## config.mk

```make
export PLATFORM = sky130hd
export DESIGN_NAME = uicbd_core
export DESIGN_NICKNAME = d
export VERILOG_FILES = /design/src/uicbd_pkg.sv /design/src/uicbd_rate_gen.sv /design/src/uicbd_core.sv
export VERILOG_INCLUDE_DIRS = /design/src
export SDC_FILE = /design/constraint.sdc
export NUM_CORES = 1
export LEC_CHECK = 0
export ABC_AREA = 1
export BUFFER_PORTS_ARGS = -buffer_cell sky130_fd_sc_hd__clkbuf_2
export CAP_MARGIN = 5
export CORE_MARGIN = 2
export CORE_UTILIZATION = 57
export DETAILED_ROUTE_END_ITERATION = 12
export GPL_ROUTABILITY_DRIVEN = 1
export PLACE_DENSITY = 0.8
export SLEW_MARGIN = 20
export SYNTH_ARGS = -nofsm -noshare
export SYNTH_HDL_FRONTEND = slang
export SYNTH_SLANG_ARGS = --single-unit
```

## constraint.sdc

```tcl
create_clock -name clock_in -period 2.89 [get_ports clock_in]
set_clock_uncertainty 0.2 [all_clocks]
set_input_delay 0.4335 -clock clock_in [delete_from_list [all_inputs] [get_ports clock_in]]
set_output_delay 0.4335 -clock clock_in [all_outputs]
set_load 0.01 [all_outputs]
```

## src/uicbd_defs.svh

```systemverilog
// Register offsets, field positions and reset values for the serial port core
`ifndef UICBD_DEFS_SVH
`define UICBD_DEFS_SVH
`define UICBD_OFF_SOURCE   8'h04
`define UICBD_OFF_MASK     8'h04
`define UICBD_OFF_CLEAR    8'h08
`define UICBD_OFF_DIVISORS 8'h0C
`define UICBD_NUM_IRQ      13
`define UICBD_NUM_CLR      11
`define UICBD_BIT_CTS      11
`define UICBD_BIT_RTS      12
`define UICBD_MASK_RESET   13'h1FFF
`define UICBD_DIV_RESET    32'h0000_0000
`define UICBD_DIV_MIN      16'h0010
`define UICBD_RX_LSB       16
`define UICBD_TX_LSB       0
`endif

```

## src/uicbd_pkg.sv

```systemverilog
// Types shared by the serial port interrupt core, peer model and testbench files
package uicbd_pkg;
  typedef struct packed {
    logic        wr;
    logic        rd;
    logic [7:0]  addr;
    logic [31:0] wdata;
  } uicbd_bus_req_t;
  typedef struct packed {
    logic rts;
    logic cts;
  } uicbd_modem_t;
endpackage

```

## src/uicbd_rate_gen.sv

```systemverilog
// One bit-rate tick generator dividing the reference clock by a divisor
`timescale 1ns/1ps
module uicbd_rate_gen #(
  parameter int WIDTH = 16
) (
  input  wire logic             clock_in,
  input  wire logic             rst_n_in,
  input  wire logic [WIDTH-1:0] divisor_in,
  output logic                  tick_out
);
  logic [WIDTH-1:0] count;
  logic [WIDTH-1:0] next_count;
  logic             next_tick;
  always_comb begin
    next_count = count;
    next_tick  = 1'b0;
    if (divisor_in == '0) begin
      // Zero divisor keeps the generator idle
      next_count = '0;
    end else if (count >= divisor_in - 1'b1) begin
      next_count = '0;
      next_tick  = 1'b1;
    end else begin
      next_count = count + 1'b1;
    end
  end
  always_ff @(posedge clock_in) begin
    if (!rst_n_in) begin
      count    <= '0;
      tick_out <= 1'b0;
    end else begin
      count    <= next_count;
      tick_out <= next_tick;
    end
  end
  chk_idle_no_tick: assert property (@(posedge clock_in) disable iff (!rst_n_in)
    (divisor_in == '0) [*2] |-> !tick_out)
    else $error("Tick while divisor is zero");
endmodule

```

## src/uicbd_core.sv

```systemverilog
// Interrupt latch, mask, clear and bit-rate divisor registers
// Summary of operation
// - Writing one at clear bit resets source
// - Modem bits mirror lines, never cleared
// - Receive rate is reference over upper divisor
// - Transmit rate is reference over lower divisor
// - Source register shows all latched flags
// - Mask bits gate output, reset set
`timescale 1ns/1ps
`include "uicbd_defs.svh"
module uicbd_core (
  input  wire logic                       clock_in,
  input  wire logic                       rst_n_in,
  input  wire uicbd_pkg::uicbd_bus_req_t  bus_in,
  output logic [31:0]                     rdata_out,
  input  wire logic [10:0]                event_in,
  input  wire uicbd_pkg::uicbd_modem_t    modem_in,
  input  wire logic                       optical_link_mode_in,
  output logic                            irq_out,
  output logic                            rx_tick_out,
  output logic                            tx_tick_out,
  output logic                            div_mismatch_out
);
  import uicbd_pkg::*;
  logic [10:0] latched;
  logic [10:0] next_latched;
  logic [12:0] mask;
  logic [12:0] next_mask;
  logic [31:0] divisors;
  logic [31:0] next_divisors;
  logic [31:0] next_rdata;
  logic [2:0]  rts_sync;
  logic [2:0]  cts_sync;
  logic        rts_level;
  logic        cts_level;
  logic [12:0] source;
  logic        wr_clear;
  // Modem lines are asynchronous, so three stages and agreement of last two
  always_ff @(posedge clock_in) begin
    if (!rst_n_in) begin
      rts_sync  <= 3'b000;
      cts_sync  <= 3'b000;
      rts_level <= 1'b0;
      cts_level <= 1'b0;
    end else begin
      rts_sync <= {rts_sync[1:0], modem_in.rts};
      cts_sync <= {cts_sync[1:0], modem_in.cts};
      if (rts_sync[2] == rts_sync[1]) rts_level <= rts_sync[2];
      if (cts_sync[2] == cts_sync[1]) cts_level <= cts_sync[2];
    end
  end
  assign wr_clear = bus_in.wr && bus_in.addr == `UICBD_OFF_CLEAR;
  // Modem bits are live levels with no latch behind them
  assign source = {rts_level, cts_level, latched};
  always_comb begin
    next_latched  = latched;
    next_mask     = mask;
    next_divisors = divisors;
    next_rdata    = 32'h0000_0000;
    if (wr_clear) begin
      next_latched = latched & ~bus_in.wdata[10:0];
    end
    // Set wins over a clear in the same cycle
    next_latched = next_latched | event_in;
    if (bus_in.wr && bus_in.addr == `UICBD_OFF_MASK) begin
      next_mask = bus_in.wdata[12:0];
    end
    if (bus_in.wr && bus_in.addr == `UICBD_OFF_DIVISORS) begin
      next_divisors = bus_in.wdata;
    end
    if (bus_in.rd) begin
      unique case (bus_in.addr)
        `UICBD_OFF_SOURCE:   next_rdata = {19'h0_0000, source};
        `UICBD_OFF_DIVISORS: next_rdata = divisors;
        default:             next_rdata = 32'h0000_0000;
      endcase
    end
  end
  always_ff @(posedge clock_in) begin
    if (!rst_n_in) begin
      latched   <= 11'h000;
      mask      <= `UICBD_MASK_RESET;
      divisors  <= `UICBD_DIV_RESET;
      rdata_out <= 32'h0000_0000;
      irq_out   <= 1'b0;
    end else begin
      latched   <= next_latched;
      mask      <= next_mask;
      divisors  <= next_divisors;
      rdata_out <= next_rdata;
      irq_out   <= |(source & ~mask);
    end
  end
  // Software must keep both fields at least sixteen; not enforced here
  uicbd_rate_gen #(.WIDTH(16)) u_rx_gen (
    .clock_in   (clock_in),
    .rst_n_in   (rst_n_in),
    .divisor_in (divisors[31:16]),
    .tick_out   (rx_tick_out)
  );
  uicbd_rate_gen #(.WIDTH(16)) u_tx_gen (
    .clock_in   (clock_in),
    .rst_n_in   (rst_n_in),
    .divisor_in (divisors[15:0]),
    .tick_out   (tx_tick_out)
  );
  // Flag for optical mode with unequal fields, a software mistake
  assign div_mismatch_out = optical_link_mode_in &&
    divisors[31:16] != divisors[15:0];
  chk_clear_resets_flag: assert property (@(posedge clock_in)
    disable iff (!rst_n_in)
    wr_clear && bus_in.wdata[0] && !event_in[0] |=> !latched[0])
    else $error("Clear write left flag set");
  chk_set_beats_clear: assert property (@(posedge clock_in)
    disable iff (!rst_n_in)
    event_in[3] |=> latched[3])
    else $error("Event lost");
  // The level is taken only once the last two stages agree
  chk_modem_mirror: assert property (@(posedge clock_in)
    disable iff (!rst_n_in)
    rts_sync[2] == rts_sync[1] |=> rts_level == $past(rts_sync[2]))
    else $error("Request level not taken");
  chk_cts_level: assert property (@(posedge clock_in)
    disable iff (!rst_n_in)
    cts_sync[2] == cts_sync[1] |=> cts_level == $past(cts_sync[2]))
    else $error("Clear level not taken");
  chk_masked_quiet: assert property (@(posedge clock_in)
    disable iff (!rst_n_in)
    (mask == 13'h1FFF) [*2] |-> !irq_out)
    else $error("Interrupt while fully masked");
  chk_unmasked_fires: assert property (@(posedge clock_in)
    disable iff (!rst_n_in)
    (latched[5] && !mask[5]) |=> irq_out)
    else $error("Unmasked source did not interrupt");
  chk_source_read: assert property (@(posedge clock_in)
    disable iff (!rst_n_in)
    bus_in.rd && bus_in.addr == `UICBD_OFF_SOURCE
      |=> rdata_out[10:0] == $past(latched))
    else $error("Source read wrong");
  chk_tx_period: assert property (@(posedge clock_in)
    disable iff (!rst_n_in)
    $rose(tx_tick_out) && divisors[15:0] == 16'h0010 && $stable(divisors)
      |-> ##16 (tx_tick_out || divisors[15:0] != 16'h0010))
    else $error("Transmit tick period wrong");
  chk_rx_period: assert property (@(posedge clock_in)
    disable iff (!rst_n_in)
    $rose(rx_tick_out) && divisors[31:16] == 16'h0010 && $stable(divisors)
      |-> ##1 !rx_tick_out [*8])
    else $error("Receive tick too early");
  // A legal divisor makes every tick a single-cycle pulse
  chk_tx_single: assert property (@(posedge clock_in)
    disable iff (!rst_n_in)
    tx_tick_out && divisors[15:0] >= `UICBD_DIV_MIN |=> !tx_tick_out)
    else $error("Transmit tick too long");
  chk_rx_single: assert property (@(posedge clock_in)
    disable iff (!rst_n_in)
    rx_tick_out && divisors[31:16] >= `UICBD_DIV_MIN |=> !rx_tick_out)
    else $error("Receive tick too long");
  chk_irq_follows: assert property (@(posedge clock_in)
    disable iff (!rst_n_in)
    |(source & ~mask) |=> irq_out)
    else $error("Interrupt missing");
  chk_irq_quiet: assert property (@(posedge clock_in)
    disable iff (!rst_n_in)
    !(|(source & ~mask)) |=> !irq_out)
    else $error("Interrupt without source");
  chk_mask_write: assert property (@(posedge clock_in)
    disable iff (!rst_n_in)
    bus_in.wr && bus_in.addr == `UICBD_OFF_MASK
      |=> mask == $past(bus_in.wdata[12:0]))
    else $error("Mask write lost");
  chk_div_write: assert property (@(posedge clock_in)
    disable iff (!rst_n_in)
    bus_in.wr && bus_in.addr == `UICBD_OFF_DIVISORS
      |=> divisors == $past(bus_in.wdata))
    else $error("Divisor write lost");
  chk_div_read: assert property (@(posedge clock_in)
    disable iff (!rst_n_in)
    bus_in.rd && bus_in.addr == `UICBD_OFF_DIVISORS
      |=> rdata_out == $past(divisors))
    else $error("Divisor read wrong");
  chk_rdata_idle: assert property (@(posedge clock_in)
    disable iff (!rst_n_in)
    !bus_in.rd |=> rdata_out == 32'h0000_0000)
    else $error("Read data without read");
  chk_unmapped_read: assert property (@(posedge clock_in)
    disable iff (!rst_n_in)
    bus_in.rd && bus_in.addr != `UICBD_OFF_SOURCE &&
      bus_in.addr != `UICBD_OFF_DIVISORS |=> rdata_out == 32'h0000_0000)
    else $error("Unmapped read not zero");
  // Per-flag checks, so a fault in one bit cannot hide behind another
  for (genvar gi = 0; gi < 11; gi++) begin : g_flag
    chk_flag_set: assert property (@(posedge clock_in)
      disable iff (!rst_n_in)
      event_in[gi] |=> latched[gi])
      else $error("Flag not set by event");
    chk_flag_clear: assert property (@(posedge clock_in)
      disable iff (!rst_n_in)
      wr_clear && bus_in.wdata[gi] && !event_in[gi] |=> !latched[gi])
      else $error("Flag not cleared by write");
    chk_flag_hold: assert property (@(posedge clock_in)
      disable iff (!rst_n_in)
      !event_in[gi] && !(wr_clear && bus_in.wdata[gi])
        |=> latched[gi] == $past(latched[gi]))
      else $error("Flag changed without cause");
  end
  cov_clear: cover property (@(posedge clock_in) wr_clear && |latched);
  cov_set_clear: cover property (@(posedge clock_in)
    wr_clear && bus_in.wdata[3] && event_in[3]);
  cov_div_write: cover property (@(posedge clock_in)
    bus_in.wr && bus_in.addr == `UICBD_OFF_DIVISORS);
  cov_irq: cover property (@(posedge clock_in) $rose(irq_out));
  cov_tick: cover property (@(posedge clock_in) rx_tick_out && tx_tick_out);
endmodule

```

==> impl_metrics.json <==
{
  "status": "complete, no violations",
  "synth_top_family_by_area": "simple AND/OR/NAND/NOR gates",
  "first_global_vias": 5608,
  "synth_top_cell_area_share": 0.408,
  "synth_simple_gate_area_frac": 0.244,
  "std_cell_rows": 38,
  "synth_nets": 951,
  "final_common_cell": "nand2_1",
  "antenna_found_initial": 0,
  "avgSynthCellArea_um2": 7.49,
  "crit_arrival_ns": 2.89,
  "cts.sinks": 131,
  "synth_fa_ha_area_frac": 0.0702,
  "fill_cells": 882,
  "drt_pass1_iterations": 8,
  "io_pins": 94,
  "htree_num_levels": 4,
  "clkTransAtPathRegs_ns": 0.06,
  "drive_gt1_frac": 0.187,
  "timing.fmax_mhz": 366,
  "cap_viol_max_count": 0,
  "cts_buffers": 17,
  "worstSetupPathType": "register to register",
  "synth-xor-area-share": 0.0778,
  "drc": 0,
  "slowest_stage": "dfxtp_1",
  "p_leak_nw": 3.69,
  "routedWlPerCell_um": 14.6,
  "ys_types": 38,
  "synth_edf_count": 0,
  "track_usage": 0.279,
  "synthFlopType": "dfxtp_1",
  "die_area_um2": 12100,
  "num_antenna_cells": 0,
  "synthCells": 857,
  "stdcell_area_um2": 7810,
  "min_period_ns": 2.73,
  "tightest_slew_ns": 0.593,
  "register_area_um2": 2620,
  "muxShareOfSynthArea": 0,
  "cts_tree": "yes",
  "first_iter_violations": 374,
  "seqPwrFrac": 0.438,
  "post-route-period-util": 0.945,
  "intPower_mw": 3.30,
  "combPwrFrac": 0.039,
  "synth-seq-area-share": 0.408,
  "vias": 5937,
  "yosys.area.top_type": "dfxtp_1",
  "place_congestion": 0.902,
  "dpl.hpwl_mm": 11.4,
  "p_per_area_nw_per_um2": 537,
  "nNetsFinal": 1059,
  "routed_via_density": 5.32,
  "critPathRequiredTime_ns": 3.05,
  "pwr-share-clk": 0.523,
  "cp_slowest_stage_delay_ns": 0.35,
  "async_reset_ff_frac": 0,
  "synth-compound-area-share": 0.108,
  "setup_viol": 0,
  "synthTopCellsByArea": "dfxtp_1 (41%), nand2_1 (9.4%), ha_1 (7.0%)",
  "worstPathCellList": "inv_2 -> ha_2 -> nand3_2 -> nor2_4 -> nand2_1 -> nor3_2 -> xor2_1 -> inv_1 -> ha_1 -> nand4_1 -> a21oi_1 -> nor2_2 -> buf_4 -> nand3_4 -> nor2_1",
  "multi_input_area_um2": 3350,
  "routed_wl_mm": 16.3,
  "grt_pass1_wl_mm": 25.9,
  "finalHoldViolCount": 0,
  "area_delta_synth_final_pct": 21.6,
  "die_w_um": 110,
  "slew_violations": 0,
  "cp-start-kind": "register",
  "worstPathMaxFanout": 8,
  "ys_warn_count": 0,
  "die_y_um": 110,
  "hold_path_class": "input port to register",
  "p_sw_uw": 889,
  "end_kind": "register",
  "switching_share": 0.212,
  "ant_nets": 0,
  "core_area_um2": 10900,
  "ys_ff_latch": 131,
  "netlist_area_um2": 6420,
  "clockBufferDepth": 2,
  "placed_cell_area_um2": 7010,
  "portBuffers": 93,
  "hold_ws_ns": 0.0250,
  "overflow": 0,
  "clk_latency_ns": 0.43,
  "start_util": 0.587,
  "ir_drop_mv": 0.422,
  "slew-limit-headroom": 0.604,
  "grt_start_max_net_pins": 62,
  "root_buffer": "clkbuf_16",
  "mostFrequentLayoutCells": "nand2_1 (160), dfxtp_1 (131), inv_1 (105)"
}
-- final timing paths --
kind	cells past startpoint	startpoint	slack, ns	end
setup reg to reg	15	divisors[1]	0.16	u_tx_gen.count[2]
hold / removal	3	event_in[7]	0.02	latched[7]
setup / recovery	15	divisors[1]	0.16	u_tx_gen.count[2]
hold reg to reg	2	rts_sync[0]	0.21	rts_sync[1]
-- synth_stat cells (2+ instances only) --
cell type	count
inv_2	4
o21a_1	3
nor3b_1	2
o21ai_0	22
nand3_1	47
o21bai_1	3
nand2_1	161
o211ai_1	5
buf_4	2
o21ai_1	17
xnor2_1	19
inv_1	110
buf_2	10
nor2_1	99
a21boi_0	2
clkbuf_1	6
nand3_2	4
a21oi_1	68
ha_1	36
nor3_1	33
o22ai_1	3
a21oi_2	2
dfxtp_1	131
nor2_2	2
buf_6	4
xor2_1	38
nor3_4	2
nand4_1	9
buf_1	4
-- flip-flops by register name, summed over array words and instances (netlist names), 3 cells and up --
signal          flops
divisors           32
rdata_out          32
u_rx_gen.count     16
u_tx_gen.count     16
mask               13
latched            11
cts_sync            3
rts_sync            3
-- repair_timing --
item	in CTS	in global routing
hold buffers	2	0
pin swaps	0	9
cloned	0	2
setup buffers	0	6
setup endpoints to repair	32	34
resized for setup	3	28
endpoints found under the hold margin	2	0
-- per-stage QoR --
step / utilization / TNS, ns / instances / worst slack (ns) / total power, mW
after detailed placement: 0.641 / 0 / 1076 / 0.0209 / 2.03
final: 0.714 / 0 / 1117 / 0.158 / 4.19
after global routing: 0.714 / -0.252 / 1117 / -0.0383 / 4.31
after floorplan: - / 0 / 857 / 0.309 / 1.95
after CTS: 0.699 / 0 / 1109 / 0.0155 / 4.19
after global placement: 0.641 / 0 / 1076 / 0.145 / 2.02
-- critical path, delay by kind of cell (launching register included) --
kind                       cells  cell delay [ns]
and+or+nand+nor                8             1.07
adders and majority gates      2             0.49
DFF                            1             0.35
buffers and inverters          3             0.32
xor gates and xnor gates       1             0.16
AOI/OAI and AO/OA              1             0.07
-- final cells by class --
| cell class | count | share of cell area |
|---|---|---|
| Inverter | 115 | 0.0554 |
| Timing Repair Buffer | 114 | 0.0804 |
| Sequential cell | 131 | 0.336 |
| Multi-Input combinational cell | 586 | 0.429 |
| Clock buffer | 22 | 0.0607 |
| Tap cell | 140 | 0.0224 |
| Clock inverter | 9 | 0.0165 |
-- power groups by stage --
stage / Combinational [mW] / Clock (mW) / Sequential [mW]
finish: 0.163 / 2.19 / 1.84
CTS: 0.156 / 2.20 / 1.84
detailed placement: 0.151 / 0 / 1.87
floorplan: 0.0821 / 0 / 1.87
global placement: 0.148 / 0 / 1.87
global route: 0.181 / 2.30 / 1.84
-- kinds of logic after synthesis --
| family | Yosys count |
|---|---|
| and+or+nand+nor | 363 |
| AOI/OAI and AO/OA | 128 |
| adders and majority gates | 36 |
| buffers and inverters | 142 |
| xor gates and xnor gates | 57 |
| DFF | 131 |
-- per-layer routing --
layer,vias up,track usage,routed length (um)
li1,2972,-,-
met3,35,0.0582,1310
met5,-,0,0
met1,2669,0.353,6920
met4,0,0.107,396
met2,261,0.469,7670
Note: power is estimated with default switching activity, not from simulation.
